### src/power_mgmt_defs.svh
// Functional notes
// - Host-initiated resumes leave every wake enable bit untouched.
// - Ready flag is read-only and reads zero after reset.
// - Ready stays low until PHY reset completes and the PHY is operational.
// - Ready stays low while configuration content loads from nonvolatile store.
// - Two-bit read/write sleep state select, reset value 10b.
// - Select codes 00, 01, 10, 11 pick sleep states zero to three.
// - Entering the unconfigured normal state reverts the select to 10b.
// - Sleep states zero and one act alike; both codes stay selectable.
// - Writing one to the self-clearing request resets the PHY at least 4 ms.
// - The request bit clears itself when the PHY leaves reset; resets to 0.
// - Writes to the request bit are ignored while it reads high.
// - Setting the request bit clears the ready flag at once.
// - After a requested PHY reset, ready returns once the PHY is operational.
// - Without the skip analog reference wait bit, the hold stretches to 128 ms.
// - LAN wake enable, read/write, reset 0, arms wake-on-LAN as wake source.
// - PHY interrupt wake enable, read/write, reset 0, arms the PHY interrupt.
// - With the resume-clears control set, resume completion clears both enables.
// - Resume-clears control resets to 1 and acts only on remote-wake resumes.
`ifndef POWER_MGMT_DEFS_SVH
`define POWER_MGMT_DEFS_SVH

`define PM_CTRL_OFS        4'h0
`define PM_BIT_PHY_IRQ_WE  2
`define PM_BIT_LAN_WE      3
`define PM_BIT_PHY_RESET_REQUEST_REQ 4
`define PM_BIT_SLEEP_LO    5
`define PM_BIT_SLEEP_HI    6
`define PM_BIT_READY       7
`define PM_BIT_RES_CLR_WE  8
`define PM_BIT_SKIP_REF    15
`define PM_SLEEP_RESET     2'h2
`define PM_RES_CLR_RESET   1'h1
`define PM_SKIP_REF_RESET  1'h0
`define PM_CLK_KHZ         125000
`define PM_PHY_RESET_REQUEST_MIN_MS  4
`define PM_PHY_RESET_REQUEST_EXT_MS  128
`define PM_PHY_RESET_REQUEST_MIN_CYC (`PM_PHY_RESET_REQUEST_MIN_MS * `PM_CLK_KHZ)
`define PM_PHY_RESET_REQUEST_EXT_CYC (`PM_PHY_RESET_REQUEST_EXT_MS * `PM_CLK_KHZ)

`endif

### src/power_mgmt_pkg.sv
package power_mgmt_pkg;

	typedef enum logic [2:0] {
		PHY_HOLD    = 3'b001,
		PHY_WAIT_OP = 3'b010,
		PHY_RUN     = 3'b100
	} phy_state_type;

	typedef enum logic [1:0] {
		SLEEP_STATE_ZERO  = 2'h0,
		SLEEP_STATE_ONE   = 2'h1,
		SLEEP_STATE_TWO   = 2'h2,
		SLEEP_STATE_THREE = 2'h3
	} sleep_state_type;

endpackage

### src/power_mgmt_ready_phy_reset.sv
// Our own choices: register access over Avalon-MM and the register offsets.
`timescale 1ns/100ps
`include "power_mgmt_defs.svh"

module power_mgmt_ready_phy_reset #(
	parameter int unsigned ADDR_W         = 4,
	parameter int unsigned HOLD_SHORT_CYC = `PM_PHY_RESET_REQUEST_MIN_CYC,
	parameter int unsigned HOLD_LONG_CYC  = `PM_PHY_RESET_REQUEST_EXT_CYC
) (
	input  wire logic                            i_clk,
	input  wire logic                            i_reset_n,
	input  wire logic [ADDR_W-1:0]               i_avs_address,
	input  wire logic                            i_avs_read,
	input  wire logic                            i_avs_write,
	input  wire logic [31:0]                     i_avs_writedata,
	input  wire logic [3:0]                      i_avs_byteenable,
	output logic [31:0]                          o_avs_readdata,
	output logic                                 o_avs_waitrequest,
	input  wire logic                            i_phy_operational,
	input  wire logic                            i_config_loading,
	input  wire logic                            i_enter_unconfigured,
	input  wire logic                            i_resume_done,
	input  wire logic                            i_resume_remote,
	output logic                                 o_phy_reset_n,
	output logic                                 o_ready,
	output power_mgmt_pkg::sleep_state_type      o_sleep_state,
	output logic [1:0]                           o_sleep_select,
	output logic                                 o_lan_wake_enable,
	output logic                                 o_phy_irq_wake_enable
);
	import power_mgmt_pkg::*;

	localparam int unsigned CNT_W = 24;

	// Sleep zero and sleep one share one power behaviour, so the code
	// driven to the power controller folds one onto zero while software
	// still reads back whatever it wrote.
	function automatic sleep_state_type effective_sleep(
		input logic [1:0] sel
	);
		case (sel)
			2'h0:    effective_sleep = SLEEP_STATE_ZERO;
			2'h1:    effective_sleep = SLEEP_STATE_ZERO;
			2'h2:    effective_sleep = SLEEP_STATE_TWO;
			2'h3:    effective_sleep = SLEEP_STATE_THREE;
			default: effective_sleep = SLEEP_STATE_TWO;
		endcase
	endfunction

	function automatic logic [CNT_W-1:0] hold_length(input logic skip);
		hold_length = skip ? CNT_W'(HOLD_SHORT_CYC) : CNT_W'(HOLD_LONG_CYC);
	endfunction

	logic                rst_meta_r;
	logic                rst_sync_r;
	logic                rst_n;
	logic                op_meta_r;
	logic                op_sync_r;
	logic                ack_r;
	logic [31:0]         rdata_r;
	phy_state_type       phy_state_r;
	phy_state_type       phy_state_nxt;
	logic [CNT_W-1:0]    hold_cnt_r;
	logic [CNT_W-1:0]    hold_cnt_nxt;
	logic [1:0]          sleep_sel_r;
	logic [1:0]          sleep_sel_nxt;
	logic                lan_we_r;
	logic                lan_we_nxt;
	logic                irq_we_r;
	logic                irq_we_nxt;
	logic                res_clr_r;
	logic                skip_ref_r;
	logic                ready_r;
	logic                ready_nxt;
	logic                req_flag_r;
	sleep_state_type     sleep_state_r;

	wire                 req_active  = i_avs_read | i_avs_write;
	wire                 hit         = i_avs_address ==
	                                   ADDR_W'(`PM_CTRL_OFS);
	wire                 wr_acc      = i_avs_write & ack_r & hit;
	wire                 lane0       = wr_acc & i_avs_byteenable[0];
	wire                 lane1       = wr_acc & i_avs_byteenable[1];
	wire                 req_bit     = phy_state_r == PHY_HOLD;
	wire                 hold_done   = req_bit & (hold_cnt_r == CNT_W'(1));
	wire                 start_reset = lane0 & ~req_flag_r &
	                                   i_avs_writedata[`PM_BIT_PHY_RESET_REQUEST_REQ];
	wire                 skip_new    = lane1 ?
	                                   i_avs_writedata[`PM_BIT_SKIP_REF] :
	                                   skip_ref_r;
	wire                 remote_clr  = i_resume_done & i_resume_remote &
	                                   res_clr_r;
	wire [31:0]          ctrl_word   = {16'h0000,
	                                    skip_ref_r,
	                                    6'h00,
	                                    res_clr_r,
	                                    ready_r,
	                                    sleep_sel_r,
	                                    req_flag_r,
	                                    lan_we_r,
	                                    irq_we_r,
	                                    2'h0};

	assign rst_n                 = rst_sync_r;
	assign o_avs_waitrequest     = req_active & ~ack_r;
	assign o_avs_readdata        = rdata_r;
	assign o_phy_reset_n         = ~req_bit;
	assign o_ready               = ready_r;
	assign o_sleep_select        = sleep_sel_r;
	assign o_sleep_state         = sleep_state_r;
	assign o_lan_wake_enable     = lan_we_r;
	assign o_phy_irq_wake_enable = irq_we_r;

	always_ff @(posedge i_clk or negedge i_reset_n) begin
		if (!i_reset_n) begin
			rst_meta_r <= 1'b0;
			rst_sync_r <= 1'b0;
		end else begin
			rst_meta_r <= 1'b1;
			rst_sync_r <= rst_meta_r;
		end
	end

	// The PHY reports readiness from its own timing, so it is synchronised.
	always_ff @(posedge i_clk or negedge rst_n) begin
		if (!rst_n) begin
			op_meta_r <= 1'b0;
			op_sync_r <= 1'b0;
		end else begin
			op_meta_r <= i_phy_operational;
			op_sync_r <= op_meta_r;
		end
	end

	// One wait state: read data is captured in the first cycle of a
	// request and stands while waitrequest is low in the second.
	always_ff @(posedge i_clk or negedge rst_n) begin
		if (!rst_n) begin
			ack_r   <= 1'b0;
			rdata_r <= 32'h0000_0000;
		end else begin
			ack_r <= req_active & ~ack_r;
			if (i_avs_read & ~ack_r) begin
				rdata_r <= hit ? ctrl_word : 32'h0000_0000;
			end
		end
	end

	// The PHY is reset from power-up so that ready only rises once it runs.
	always_comb begin
		phy_state_nxt = phy_state_r;
		hold_cnt_nxt  = hold_cnt_r;
		case (phy_state_r)
			PHY_HOLD: begin
				hold_cnt_nxt = hold_cnt_r - CNT_W'(1);
				if (hold_done) begin
					phy_state_nxt = PHY_WAIT_OP;
				end
			end
			PHY_WAIT_OP: begin
				if (op_sync_r) begin
					phy_state_nxt = PHY_RUN;
				end
			end
			PHY_RUN: begin
			end
			default: begin
				phy_state_nxt = PHY_HOLD;
			end
		endcase
		if (start_reset) begin
			phy_state_nxt = PHY_HOLD;
			hold_cnt_nxt  = hold_length(skip_new);
		end
	end

	// Ready is also gated by start_reset, decoded straight from the bus write,
	// so a request arriving in the same cycle pulls it low at the next edge.
	always_comb begin
		ready_nxt = (phy_state_r == PHY_RUN) & op_sync_r &
		            ~i_config_loading & ~start_reset;
		if (start_reset) begin
			ready_nxt = 1'b0;
		end
	end

	always_comb begin
		sleep_sel_nxt = sleep_sel_r;
		if (lane0) begin
			sleep_sel_nxt = i_avs_writedata[`PM_BIT_SLEEP_HI:
			                                `PM_BIT_SLEEP_LO];
		end
		if (i_enter_unconfigured) begin
			sleep_sel_nxt = `PM_SLEEP_RESET;
		end
	end

	// A software write in the same cycle as a remote-wake clear wins, so a
	// fresh enable is never lost to a resume that was already finishing.
	always_comb begin
		lan_we_nxt = lan_we_r;
		irq_we_nxt = irq_we_r;
		if (remote_clr) begin
			lan_we_nxt = 1'b0;
			irq_we_nxt = 1'b0;
		end
		if (lane0) begin
			lan_we_nxt = i_avs_writedata[`PM_BIT_LAN_WE];
			irq_we_nxt = i_avs_writedata[`PM_BIT_PHY_IRQ_WE];
		end
	end

	always_ff @(posedge i_clk or negedge rst_n) begin
		if (!rst_n) begin
			phy_state_r <= PHY_HOLD;
			// The skip bit resets to zero, so the power-up hold is long.
			hold_cnt_r  <= CNT_W'(HOLD_LONG_CYC);
			ready_r     <= 1'b0;
			sleep_sel_r <= `PM_SLEEP_RESET;
			sleep_state_r <= SLEEP_STATE_TWO;
			lan_we_r    <= 1'b0;
			irq_we_r    <= 1'b0;
		end else begin
			phy_state_r <= phy_state_nxt;
			hold_cnt_r  <= hold_cnt_nxt;
			ready_r     <= ready_nxt;
			sleep_sel_r <= sleep_sel_nxt;
			sleep_state_r <= effective_sleep(sleep_sel_nxt);
			lan_we_r    <= lan_we_nxt;
			irq_we_r    <= irq_we_nxt;
		end
	end

	always_ff @(posedge i_clk or negedge rst_n) begin
		if (!rst_n) begin
			res_clr_r  <= `PM_RES_CLR_RESET;
			skip_ref_r <= `PM_SKIP_REF_RESET;
		end else if (lane1) begin
			res_clr_r  <= i_avs_writedata[`PM_BIT_RES_CLR_WE];
			skip_ref_r <= i_avs_writedata[`PM_BIT_SKIP_REF];
		end
	end

	// The request bit tracks software requests only, so it reads zero while
	// the power-up hold runs; a write of one then restarts the hold.
	always_ff @(posedge i_clk or negedge rst_n) begin
		if (!rst_n) begin
			req_flag_r <= 1'b0;
		end else if (start_reset) begin
			req_flag_r <= 1'b1;
		end else if (hold_done) begin
			req_flag_r <= 1'b0;
		end
	end

	// Counts how long the PHY reset output has been low.
	logic [CNT_W-1:0] low_len_r;

	always_ff @(posedge i_clk or negedge rst_n) begin
		if (!rst_n) begin
			low_len_r <= CNT_W'(1);
		end else if (o_phy_reset_n) begin
			low_len_r <= '0;
		end else if (low_len_r != '1) begin
			low_len_r <= low_len_r + CNT_W'(1);
		end
	end

	a_hold_min_len: assert property (
		@(posedge i_clk) disable iff (!rst_n)
		$rose(o_phy_reset_n) |-> low_len_r >= CNT_W'(HOLD_SHORT_CYC))
		else $error("PHY reset released before the minimum hold");

	a_hold_len_select: assert property (
		@(posedge i_clk) disable iff (!rst_n)
		start_reset |=> hold_cnt_r == (skip_ref_r ?
		                CNT_W'(HOLD_SHORT_CYC) : CNT_W'(HOLD_LONG_CYC)))
		else $error("PHY reset hold length does not follow skip bit");

	a_req_self_clear: assert property (
		@(posedge i_clk) disable iff (!rst_n)
		hold_done && !start_reset |=> !req_flag_r && o_phy_reset_n)
		else $error("Reset request bit did not clear on release");

	a_req_write_ignored: assert property (
		@(posedge i_clk) disable iff (!rst_n)
		req_flag_r && !hold_done && wr_acc |=>
		req_flag_r && hold_cnt_r == $past(hold_cnt_r) - CNT_W'(1))
		else $error("Write disturbed a running PHY reset");

	a_ready_drop_now: assert property (
		@(posedge i_clk) disable iff (!rst_n)
		start_reset |=> !o_ready ##1 !o_ready)
		else $error("Ready did not clear on a PHY reset request");

	a_ready_cause: assert property (
		@(posedge i_clk) disable iff (!rst_n)
		$rose(o_ready) |-> $past(phy_state_r) == PHY_RUN &&
		!$past(i_config_loading) && $past(op_sync_r))
		else $error("Ready rose while PHY or configuration was busy");

	a_ready_returns: assert property (
		@(posedge i_clk) disable iff (!rst_n)
		phy_state_r == PHY_RUN && op_sync_r && !i_config_loading &&
		!start_reset |=> o_ready)
		else $error("Ready did not return with an operational PHY");

	a_unconf_revert: assert property (
		@(posedge i_clk) disable iff (!rst_n)
		i_enter_unconfigured |=> o_sleep_select == `PM_SLEEP_RESET
		                         ##0 o_sleep_state == SLEEP_STATE_TWO)
		else $error("Sleep select did not revert on unconfiguration");

	a_host_resume_keep: assert property (
		@(posedge i_clk) disable iff (!rst_n)
		i_resume_done && !i_resume_remote && !lane0 |=>
		$stable(lan_we_r) && $stable(irq_we_r))
		else $error("Host resume changed a wake enable");

	a_remote_resume_clr: assert property (
		@(posedge i_clk) disable iff (!rst_n)
		remote_clr && !lane0 |=>
		!o_lan_wake_enable && !o_phy_irq_wake_enable)
		else $error("Remote resume left a wake enable set");

	a_sleep_fold: assert property (
		@(posedge i_clk) disable iff (!rst_n)
		o_sleep_select == 2'h1 |-> o_sleep_state == SLEEP_STATE_ZERO)
		else $error("Sleep code one differs from sleep code zero");

	a_bus_one_wait: assert property (
		@(posedge i_clk) disable iff (!rst_n)
		req_active && !ack_r |-> o_avs_waitrequest ##1
		(!req_active || !o_avs_waitrequest))
		else $error("Bus answer not given after one wait state");

	a_req_flag_hold: assert property (
		@(posedge i_clk) disable iff (!rst_n)
		req_flag_r |-> !o_phy_reset_n)
		else $error("Reset request bit high with the PHY released");

	a_ready_low_hold: assert property (
		@(posedge i_clk) disable iff (!rst_n)
		!o_phy_reset_n |=> !o_ready)
		else $error("Ready high while the PHY is held in reset");

	a_wake_write: assert property (
		@(posedge i_clk) disable iff (!rst_n)
		lane0 |=> o_lan_wake_enable ==
		$past(i_avs_writedata[`PM_BIT_LAN_WE]) && o_phy_irq_wake_enable ==
		$past(i_avs_writedata[`PM_BIT_PHY_IRQ_WE]))
		else $error("Wake enable did not take the written value");

endmodule

### config.mk
export PLATFORM = sky130hd
export DESIGN_NAME = power_mgmt_ready_phy_reset
export DESIGN_NICKNAME = d
export VERILOG_FILES = /design/src/power_mgmt_pkg.sv /design/src/power_mgmt_ready_phy_reset.sv
export VERILOG_INCLUDE_DIRS = /design/src
export SDC_FILE = /design/constraint.sdc
export NUM_CORES = 1
export LEC_CHECK = 0
export BUFFER_PORTS_ARGS = -buffer_cell sky130_fd_sc_hd__buf_2
export CORE_ASPECT_RATIO = 1.25
export CORE_MARGIN = 2
export CORE_UTILIZATION = 51
export CTS_BUF_LIST = sky130_fd_sc_hd__clkbuf_4
export CTS_CLUSTER_DIAMETER = 40
export DETAILED_ROUTE_END_ITERATION = 10
export PLACE_DENSITY = 0.87
export SYNTH_ARGS = -nofsm -noshare
export SYNTH_HDL_FRONTEND = slang
export SYNTH_SLANG_ARGS = --single-unit
### constraint.sdc
create_clock -name i_clk -period 1.68 [get_ports i_clk]
set_input_delay 0.168 -clock i_clk [delete_from_list [all_inputs] [get_ports i_clk]]
set_output_delay 0.168 -clock i_clk [all_outputs]
set_load 0.05 [all_outputs]
* Word-level counts from Yosys, hierarchy flattened
Cells that the tools add are included.
W data, S select, Z words.
** Storage, ports and cells
- Bits in read-only memories :: 0
- Word-level logic and storage cells :: 72
- Input port bits :: 49
- Bits in latches :: 0
- Memories kept :: 0
- Output and inout bits :: 41
- Bits in writable memories :: 0
- Register bits :: 74
** Operators by class
- Div/mod/pow operators :: 0
- $add $sub $neg :: 1
- $lt $le $gt $ge :: 0
- Bitwise operators :: 20
- Reduce and logical (&&, ||, !) cells :: 7
- Multipliers :: 0
- Mux-type cells :: 18
- Eq/ne operators :: 10
- Shift operators :: 0
** Operators with widths (number)
- $mux W24 :: 3
- $eq A24 B1 Y1 const B :: 1
- $sub A24 B1 Y24 const B :: 1
- $mux W16 :: 1
- $and A1 B1 Y1 :: 14
- $mux W3 :: 3
- $pmux W3 S3 :: 1
- $mux W1 :: 7
- $pmux W2 S3 :: 1
- $reduce_bool A2 Y1 :: 3
- $not A1 Y1 :: 5
- $eq A2 B2 Y1 const B :: 2
- $logic_not A4 Y1 :: 1
- $mux W2 :: 2
- $eq A3 B1 Y1 const B :: 1
- $eq A3 B2 Y1 const B :: 1
- $eq A3 B3 Y1 const B :: 1
- $ne A3 B1 Y1 const B :: 1
- $ne A3 B3 Y1 const B :: 1
- $reduce_and A3 Y1 :: 1
- $eq A2 B1 Y1 const B :: 1
- $logic_not A2 Y1 :: 1
- $ne A2 B2 Y1 const B :: 1
- $reduce_or A2 Y1 :: 1
- $or A1 B1 Y1 :: 1

* Logic depth before layout (Yosys ltp)
Gate-level depths: netlist of run 1.
- Word-level depth :: 8
- Depth in mapped cells :: 7

* Worst setup path before layout of run 1
Ideal clock, no wire load.
- Path type :: register to register
- Start :: register hold_cnt_r[12]
- End :: register phy_state_r[1]
- Setup time :: 0.066 ns
- Slack :: -0.422 ns
- Cell stages (with the launch flop) :: 7
- Arrival time :: 2.036 ns
- Path through :: dfrtp_1 or4_4 or3_1 buf_6 or3_1 nor4_2 nand2b_1
** On the way
- Longest elaborated chain between the ends :: 4
** RTL lines
- start, declared :: RTL line power_mgmt_ready_phy_reset.sv:63 : logic [CNT_W-1:0] hold_cnt_r;
- start signal, assigned :: RTL line power_mgmt_ready_phy_reset.sv:217 : hold_cnt_r <= CNT_W'(HOLD_LONG_CYC);
- start signal, assigned :: RTL line power_mgmt_ready_phy_reset.sv:225 : hold_cnt_r <= hold_cnt_nxt;
- $eq A24 B1 Y1 :: RTL line power_mgmt_ready_phy_reset.sv:85 : wire hold_done = req_bit & (hold_cnt_r == CNT_W'(1));
- $and A1 B1 Y1 :: RTL line power_mgmt_ready_phy_reset.sv:85
- $ne A3 B1 Y1 (no source line)
- $reduce_and A3 Y1 (no source line)
- end signal, assigned :: RTL line power_mgmt_ready_phy_reset.sv:224 : phy_state_r <= phy_state_nxt;
- end, declared :: RTL line power_mgmt_ready_phy_reset.sv:61 : phy_state_type phy_state_r;
Every way passes these cells.
A chain may end at the register's enable or synchronous reset.

* Worst setup path after layout of run 1
- Start :: register hold_cnt_r[12]
- End :: register hold_cnt_r[23]
** On the way
- Longest elaborated chain between the ends :: 3
** RTL lines
- $sub A24 B1 Y24 :: RTL line power_mgmt_ready_phy_reset.sv:155 : hold_cnt_nxt = hold_cnt_r - CNT_W'(1);
- $mux W24 :: RTL line power_mgmt_ready_phy_reset.sv:153 : case (phy_state_r)
- $mux W24 :: RTL line power_mgmt_ready_phy_reset.sv:171 : if (start_reset) begin
Every way passes these cells. The select of a mux whose other input is x is not followed.

==> metrics, run 1 <==
die area 5560 um2; htree depth 2; Util after Layout between 70% and 80%; worst slew pin tran 0.609 ns; overflow left after global routing 0; Leakage 1.71 nW; DP Cell Count 407; Pwr Density 859 nW/um2; clk root buf clkbuf_4; register area share after synthesis approximately half; Die Wd 67.1 um; # IOs 90; data required time at the worst endpoint 2.00 ns; number of cell rows 28; nature of the critical path endpoint flop; Synth cell types 41; minimum clock period approximately 2.1 ns; Max stage delay on crit path 0.55 ns; CP cell instances or4_4 -> buf_4 -> buf_6 -> or2_4 -> buf_6 -> nor2_4 -> a31oi_2 -> o22a_1; Total GRT Usage 24.8%; TritonCTS Buffers 5; post-placement worst setup slack -0.416 ns; Fin Clk Skew 0.0107 ns; Pre-antenna DRT Iters 5; Worst VDD drop 0.000735 V; dpl hpwl 4430 um; slowest CP cell or4_4; Initial DRC Count 214; Setup crit start kind flop; Yosys reg bits 50; Non-Filler Instances 428; total power 3.18 mW; cell mode on critical path buf_6; insertion delay to the later sink of the worst-skew pair 0.38 ns; DR vias about 2500; final worst slack -0.438 ns; fmax 472 MHz; clock buffer depth 2; reg2reg setup slack -0.44 ns; DRT antenna net count 0; synthesized area per cell around 9.8 um2; TritonCTS Sinks 50; Post-Route WL 7910 um; Mapped Cells 259; final hold violations 0; mapped cell area 2540 um2; layout cells sized above 1 48.1%; RSZ-0062 raised after global routing yes; Max-Cap Viols 0; number of global-route vias before repair roughly 2400; initial core utilization 53.2%; synthesis-to-finish area growth 46.1%; CTS clock-pin slew for the worst setup and hold paths 0.14 ns; Critical Setup Path Class flop to flop; status complete, but fails checks; initial antenna violation count 0; input/output buffers 38; via-per-instance ratio slightly below 6; Rel. slew slack 59.4%; violated checks setup timing; die height 82.8 um; CTS tree yes; total negative slack -5.06 ns; nets@finish 418; antenna cells 0; CP arrival 2.44 ns; Core Area 4760 um2; pins over their slew limit 0; RePlAce Congestion 0.898; DR WL/cell approximately 18 um; # setup viols final 20; Post-route DRC 0; CP Max Fanout 3; global-route wire length before repair 10700 um; Final period util 126%; largest net degree at the start of global routing 49; YS warnings 0; Hold Crit Class input port to flop
## worst max-delay path, delay by kind of cell (launching register included)
family                 cells  cell delay (ns)
flip-flops                 1             0.42
AND/OR/NAND/NOR            3             0.91
buffers and inverters      3             0.41
AO/OA/AOI/OAI              2             0.33
## cells in the final DEF (no fill, tap or decap), types with 10 or more instances in the layout
cell type	Yosys	final
nand3_1	12	10
conb_1	2	25
a21oi_1	17	13
buf_2	1	37
buf_6	1	13
nand2_1	14	13
dfstp_2	11	11
dfrtp_1	39	38
nor2_1	25	21
buf_4	24	55
## synth_stat cells
| master | n | area, um2 |
|---|---|---|
| or3_1 | 4 | 25.0 |
| o31ai_1 | 3 | 22.5 |
| o211ai_1 | 1 | 7.51 |
| clkbuf_1 | 7 | 26.3 |
| o41ai_1 | 3 | 26.3 |
| nand2_1 | 14 | 52.6 |
| nor3_1 | 13 | 65.1 |
| o22ai_1 | 1 | 6.26 |
| a22o_1 | 8 | 70.1 |
| nor4_2 | 1 | 12.5 |
| and3_1 | 1 | 6.26 |
| xor2_1 | 6 | 52.6 |
| nor4b_1 | 1 | 8.76 |
| nand3_1 | 12 | 60.1 |
| a21oi_1 | 17 | 85.1 |
| buf_6 | 1 | 11.3 |
| o21ai_0 | 8 | 40.0 |
| ha_1 | 2 | 25.0 |
| nor2_1 | 25 | 93.8 |
| buf_2 | 1 | 5.00 |
| or2_2 | 2 | 12.5 |
| or4_4 | 1 | 11.3 |
| or4_2 | 1 | 8.76 |
| nand2b_1 | 3 | 18.8 |
| or3_2 | 1 | 7.51 |
| dfrtp_1 | 39 | 976 |
| a31oi_1 | 2 | 12.5 |
| nand4_1 | 4 | 25.0 |
| a211oi_1 | 2 | 15.0 |
| nand3b_1 | 4 | 30.0 |
| buf_4 | 24 | 180 |
| conb_1 | 2 | 7.51 |
| nor3b_1 | 2 | 15.0 |
| or4_1 | 4 | 30.0 |
| nor4_1 | 7 | 43.8 |
| mux2_2 | 3 | 33.8 |
| o22a_1 | 1 | 8.76 |
| dfstp_2 | 11 | 289 |
| nand4b_1 | 1 | 8.76 |
| inv_1 | 8 | 30.0 |
| xnor2_1 | 8 | 70.1 |
## registers in the layout (all words and copies together), names as in the netlist
signal / flops
hold_cnt_r: 24
o_avs_readdata: 8
phy_state_r: 3
o_sleep_select: 2
o_sleep_state: 2
ack_r: 1
o_lan_wake_enable: 1
o_phy_irq_wake_enable: 1
o_ready: 1
op_meta_r: 1
op_sync_r: 1
req_flag_r: 1
res_clr_r: 1
rst_meta_r: 1
rst_n: 1
skip_ref_r: 1
## cell type report
class	instances	area [um2]
Inverter	8	37.5
Clock inverter	2	37.5
Multi-Input combinational cell	192	1450
Fill cell	296	1060
Timing Repair Buffer	110	800
Clock buffer	6	45.0
Sequential cell	50	1270
Tap cell	60	75.1
## stage by stage
stage          area (um2)  hold WS (ns)
2_1_floorplan        2670        -0.128
3_3_place_gp         3150       -0.0459
3_5_place_dp         3150       -0.0442
4_1_cts              3480        0.0113
5_1_grt              3710        0.0190
6_report             3710        0.0216
## routing by layer
metal | GRT usage, % | vias up | part of all wire (%)
met2 | 42.8 | 162 | 52
met5 | 0 | - | 0
met1 | 28.3 | 1241 | 36
met4 | 12.1 | 0 | 4.2
li1 | - | 1089 | -
met3 | 5.01 | 34 | 7.4
## what timing repair did
action / 4_1_cts / 5_1_grt
resized for setup: 35 / 40
endpoints found under the hold margin: 6 / 0
hold buffers: 4 / 0
pin swaps: 11 / 14
cloned: 0 / 1
endpoints found under the setup margin: 20 / 23
buffers inserted: 7 / 3
## path summary, 6_finish.rpt
kind | end | start | depth (start not counted)
min | res_clr_r$_DFFE_PN1N_ | i_avs_writedata[8] | 2
max | hold_cnt_r[23]$_DFFE_PN1P_ | hold_cnt_r[12]$_DFFE_PN0P_ | 8
max in group asynchronous | hold_cnt_r[16]$_DFFE_PN0P_ | rst_n$_DFF_PN0_ | 1
max reg2reg | hold_cnt_r[23]$_DFFE_PN1P_ | hold_cnt_r[12]$_DFFE_PN0P_ | 8
min reg2reg | o_avs_readdata[7]$_DFFE_PN0P_ | rst_n$_DFF_PN0_ | 1
min in group asynchronous | rst_n$_DFF_PN0_ | i_reset_n | 2
## cells by family (layout without fill, tap and decap cells)
family | count (synthesis) | after routing | share of synthesized area, %
other | 2 | 25 | 0.296
buffers and inverters | 41 | 126 | 9.97
and+or+nand+nor | 101 | 102 | 21.1
AOI/OAI and AO/OA | 46 | 46 | 11.6
DFF | 50 | 50 | 49.9
muxes | 3 | 3 | 1.33
xor gates and xnor gates | 14 | 14 | 4.83
adders and majority gates | 2 | 2 | 0.987
## report_power, final
group          switching [mW]  leakage [nW]  internal (mW)
Combinational           0.579          1.09          0.363
Clock                   0.391        0.0419          0.330
Sequential              0.147         0.582           1.37
Total                    1.12          1.71           2.07
Note: power is estimated with default switching activity, not from simulation.
==> inputs of run 2 (changes only) <==
--- a/config.mk
+++ b/config.mk
@@ -7,7 +7,6 @@
 export NUM_CORES = 1
 export LEC_CHECK = 0
 export BUFFER_PORTS_ARGS = -buffer_cell sky130_fd_sc_hd__buf_2
-export CORE_ASPECT_RATIO = 1.25
 export CORE_MARGIN = 2
 export CORE_UTILIZATION = 51
 export CTS_BUF_LIST = sky130_fd_sc_hd__clkbuf_4
==> metrics, run 2 (same netlist as run 1, synthesis figures left out) <==
reg2reg setup slack -0.50 ns; clock buffer depth 2; Worst VDD drop 0.000869 V; global-route wire length before repair between 10000 and 15000 um; Total GRT Usage 30.1%; most common cell after layout, fill and taps aside buf_4; nets@finish about 420; DRT met1 WL 3150 um; min-delay src i_avs_writedata[2]; Fin Clk Skew 0.0321 ns; DRT antenna net count 0; hold depth 3; Max-Cap Viols 0; highest-count cells in the layout ignoring fill and taps buf_4, dfrtp_1, buf_2; final worst slack -0.497 ns; nature of the critical path endpoint flop; Die Wd 74.5 um; CTS clock-pin slew for the worst setup and hold paths 0.18 ns; final hold violations 0; total negative slack -5.86 ns; dpl hpwl 4440 um; via-per-instance ratio 5.93; TritonCTS Buffers 5; Core Area ~4800 um2; data required time at the worst endpoint slightly above 2 ns; CTS tree yes; pins over their slew limit 0; register name with the most flops hold_cnt_r; Pre-antenna DRT Iters 6; clk root buf clkbuf_4; # setup viols final 21; antenna cells 0; TritonCTS Sinks 50; Setup crit start kind flop; Post-route DRC 0; RePlAce Congestion ~0.95; RSZ-0062 raised after global routing yes; input/output buffers 38; status complete, but fails checks; minimum clock period 2.18 ns; crit path from hold_cnt_r[12]$_DFFE_PN0P_; violated checks setup timing; WL met2 4260 um; reg2reg end phy_state_r[1]$_DFFE_PN0P_; fmax ~460 MHz; R2R depth 5; CP arrival 2.52 ns; Filler cells 267; Post-Route WL 8610 um; die height 74.5 um; DR vias around 2600; Critical Setup Path Class flop to flop; Met3 Wirelength 622 um; die area about 5600 um2; Hold EP o_phy_irq_wake_enable$_DFFE_PN0P_; initial core utilization 53.3%; Initial DRC Count 328; Leakage 1.73 nW; layout cells sized above 1 about 49%; DR WL/cell 19.6 um; htree depth 2; Pwr Density roughly 860 nW/um2; CP Max Fanout 3; Final period util 130%; worst r2r src hold_cnt_r[12]$_DFFE_PN0P_; total power ~3.2 mW; number of flip-flops in the largest register 24; number of cell rows 25; largest net degree at the start of global routing 30; insertion delay to the later sink of the worst-skew pair 0.40 ns; synthesis-to-finish area growth 49.4%; uppermost layer routed met4; overflow left after global routing 0; # IOs 90; number of global-route vias before repair 2573; initial antenna violation count 0; Hold Crit Class input port to flop
run 2: changes by cell type in the layout (fill, tap and decap cells not counted), sizes merged:
| cell | change |
|---|---|
| clkbuf | -1 |
| inv | +1 |
| buf | +5 |
run 2: per-layer routing:
| metal | vias up | track usage [%] |
|---|---|---|
| li1 | 1103 | - |
| met1 | 1240 | 36.3 |
| met2 | 187 | 49.9 |
| met3 | 77 | 6.91 |
| met4 | 0 | 16.9 |
| met5 | - | 0 |
run 2: cell type report:
class                           instances  area (um2)  area share [%]
Clock buffer                            5        37.5           0.991
Clock inverter                          3        48.8            1.29
Inverter                                8        37.5           0.991
Multi-Input combinational cell        192        1450            38.2
Sequential cell                        50        1270            33.4
Tap cell                               67        83.8            2.21
Timing Repair Buffer                  115         866            22.9
run 2: power by group:
part	internal [mW]	switching (mW)	total [mW]
logic	0.387	0.558	0.945
registers	1.37	0.162	1.53
clock network	0.324	0.438	0.761
total	2.08	1.16	3.24
run 2: through the flow:
stage	worst slack (ns)	hold WS [ns]	cells	area (um2)	utilization (%)
floorplan	-0.421	-0.128	282	2670	-
global placement	-0.346	-0.0454	404	3090	65.0
detailed placement	-0.401	-0.0445	404	3090	65.0
CTS	-0.377	0.0148	432	3580	75.3
global route	-0.549	0.0159	440	3790	79.7
finish	-0.497	0.00192	440	3790	79.7
run 2: worst max path at each step:
stage	slack, ns	endpoint
after global routing	-0.55	phy_state_r[1]$_DFFE_PN0P_
final	-0.50	phy_state_r[1]$_DFFE_PN0P_
after CTS	-0.38	phy_state_r[1]$_DFFE_PN0P_
after detailed placement	-0.40	phy_state_r[1]$_DFFE_PN0P_
after global placement	-0.35	phy_state_r[1]$_DFFE_PN0P_
after floorplan	-0.42	phy_state_r[1]$_DFFE_PN0P_
run 2: what timing repair did:
| item | in CTS | in global routing |
|---|---|---|
| pin swaps | 16 | 14 |
| endpoints found under the hold margin | 6 | 0 |
| endpoints found under the setup margin | 22 | 22 |
| buffers inserted | 15 | 9 |
| hold buffers | 4 | 0 |
| cloned | 1 | 0 |
| resized for setup | 48 | 31 |
run 2: critical path, cell delays in order (launching register included):
cell	delay [ns]
dfrtp_1	0.43
or4_4	0.55
or3_4	0.36
or3_4	0.40
nor4_4	0.23
nand2b_1	0.15
==> inputs of run 3 (changes only) <==
--- a/config.mk
+++ b/config.mk
@@ -12,7 +12,7 @@
 export CTS_BUF_LIST = sky130_fd_sc_hd__clkbuf_4
 export CTS_CLUSTER_DIAMETER = 40
 export DETAILED_ROUTE_END_ITERATION = 10
-export PLACE_DENSITY = 0.87
+export PLACE_DENSITY_LB_ADDON = 0.2
 export SYNTH_ARGS = -nofsm -noshare
 export SYNTH_HDL_FRONTEND = slang
 export SYNTH_SLANG_ARGS = --single-unit
==> metrics, run 3 (same netlist as run 1, synthesis figures left out) <==
status complete, but fails checks; violated checks setup timing; synthesis-to-finish area growth 43.8%; Core Area 4750 um2; Non-Filler Instances 434; antenna cells 0; worst r2r src hold_cnt_r[12]$_DFFE_PN0P_; # IOs 90; reg2reg end hold_cnt_r[14]$_DFFE_PN0P_; overflow left after global routing 0; TritonCTS Sinks 50; CP cell instances or4_4 -> or3_4 -> buf_4 -> or3_2 -> a21oi_2; clk root buf clkbuf_4; insertion delay to the later sink of the worst-skew pair 0.38 ns; DP Cell Count 401; RSZ-0062 raised after global routing yes; Total GRT Usage 24.5%; R2R depth 5; via-per-instance ratio around 5.3; Fin Clk Skew 0.0159 ns; final hold violations 0; Critical Setup Path Class flop to flop; final worst slack -0.445 ns; pins over their slew limit 0; initial antenna violation count 0; number of flip-flops in the largest register 24; input/output buffers 38; minimum clock period 2.12 ns; DR vias 2315; post-placement worst setup slack -0.408 ns; CP arrival roughly 2.4 ns; Post-Route WL 6770 um; Seq. cell area roughly 1300 um2; die area 5550 um2; # setup viols final 19; Initial DRC Count 209; die height roughly 75 um; number of cell rows 25; htree depth 2; CTS tree yes; slowest CP cell or4_4; Filler cells 345; Worst VDD drop ~0.00073 V; number of global-route vias before repair 2157; CTS clock-pin slew for the worst setup and hold paths 0.16 ns; crit path from hold_cnt_r[12]$_DFFE_PN0P_; most common cell after layout, fill and taps aside buf_4; fmax between 400 and 500 MHz; Pre-antenna DRT Iters 4; largest net degree at the start of global routing 37; Final period util 126%; layout cells sized above 1 a little under half; DRT antenna net count 0; Max stage delay on crit path between 0.5 and 0.6 ns; Setup crit start kind flop; CP Max Fanout 8; nature of the critical path endpoint flop; initial core utilization 53.3%; data required time at the worst endpoint roughly 2.0 ns; Leakage 1.66 nW; global-route wire length before repair 10200 um; Hold Crit Class input port to flop; DR WL/cell 15.6 um; Die Wd about 75 um; TritonCTS Buffers 5; RePlAce Congestion between 0.8 and 0.9; Max-Cap Viols 0; area of the multi-input gates 1410 um2; nets@finish 417; highest-count cells in the layout ignoring fill and taps buf_4, dfrtp_1, buf_2; clock buffer depth 2; CP endpoint hold_cnt_r[14]$_DFFE_PN0P_; register name with the most flops hold_cnt_r; dpl hpwl 4150 um; reg2reg setup slack -0.44 ns; Pwr Density between 800 and 900 nW/um2; Post-route DRC 0
[run 3: cell types whose count changed in the layout (fill, tap and decap cells not counted), sizes merged]
cell | before | now
clkinvlp | 1 | 0
clkbuf | 5 | 6
inv | 9 | 8
dlygate4sd3 | 4 | 6
clkinv | 0 | 2
bufinv | 1 | 0
buf | 111 | 103
[run 3: metal layers]
layer	share of wire [%]	vias to the layer above	track usage, %
met2	52	55	39.7
met1	42	1150	32.3
met3	4.1	13	4.61
li1	-	1097	-
met5	0	-	0
met4	1.9	0	10.3
[run 3: worst min-delay path by stage]
| stage | cells after the start | slack (ns) | endpoint | startpoint |
|---|---|---|---|---|
| after floorplan | 0 | -0.13 | rst_meta_r$_DFF_PN0_ | i_reset_n |
| after detailed placement | 1 | -0.04 | rst_meta_r$_DFF_PN0_ | i_reset_n |
| final | 2 | 0.01 | skip_ref_r$_DFF_PN0_ | i_avs_writedata[15] |
| after global routing | 2 | 0.002 | skip_ref_r$_DFF_PN0_ | i_avs_writedata[15] |
| after global placement | 1 | -0.05 | rst_meta_r$_DFF_PN0_ | i_reset_n |
| after CTS | 3 | 0.002 | o_lan_wake_enable$_DFFE_PN0P_ | i_avs_writedata[3] |
[run 3: repair_timing]
action	CTS	global route
pin swaps	6	13
setup buffers	11	8
resized for setup	27	37
setup endpoints to repair	20	22
hold endpoints to repair	6	2
cloned	1	0
hold buffers	4	2
[run 3: final cells by class]
cell class                      count  area share (%)
Multi-Input combinational cell    192            38.6
Sequential cell                    50            34.7
Timing Repair Buffer              109            21.8
Tap cell                           67            2.30
Clock buffer                        6            1.24
Inverter                            8           0.961
Clock inverter                      2           0.377
[run 3: worst max-delay path, delay by kind of cell, from the launching register on]
kind	cells	cell delay (ns)
AND/OR/NAND/NOR	3	1.33
flip-flops	1	0.42
AO/OA/AOI/OAI	1	0.13
buffers and inverters	1	0.19
[run 3: through the flow]
stage	setup TNS, ns	hold WS [ns]	power, mW	cell area [um2]	utilization [%]
global route	-5.47	0.00166	3.14	3650	76.7
floorplan	-2.69	-0.128	1.99	2670	-
CTS	-3.25	0.00185	2.89	3390	71.2
detailed placement	-4.53	-0.0438	2.27	3070	64.6
finish	-4.01	0.0141	2.98	3650	76.7
global placement	-3.67	-0.0477	2.24	3070	64.6
[run 3: power breakdown]
part / internal (mW) / switching [mW] / total (mW) / leakage, nW
Clock: 0.182 / 0.397 / 0.579 / 0.0356
Sequential: 1.37 / 0.162 / 1.53 / 0.582
Combinational: 0.358 / 0.508 / 0.866 / 1.04
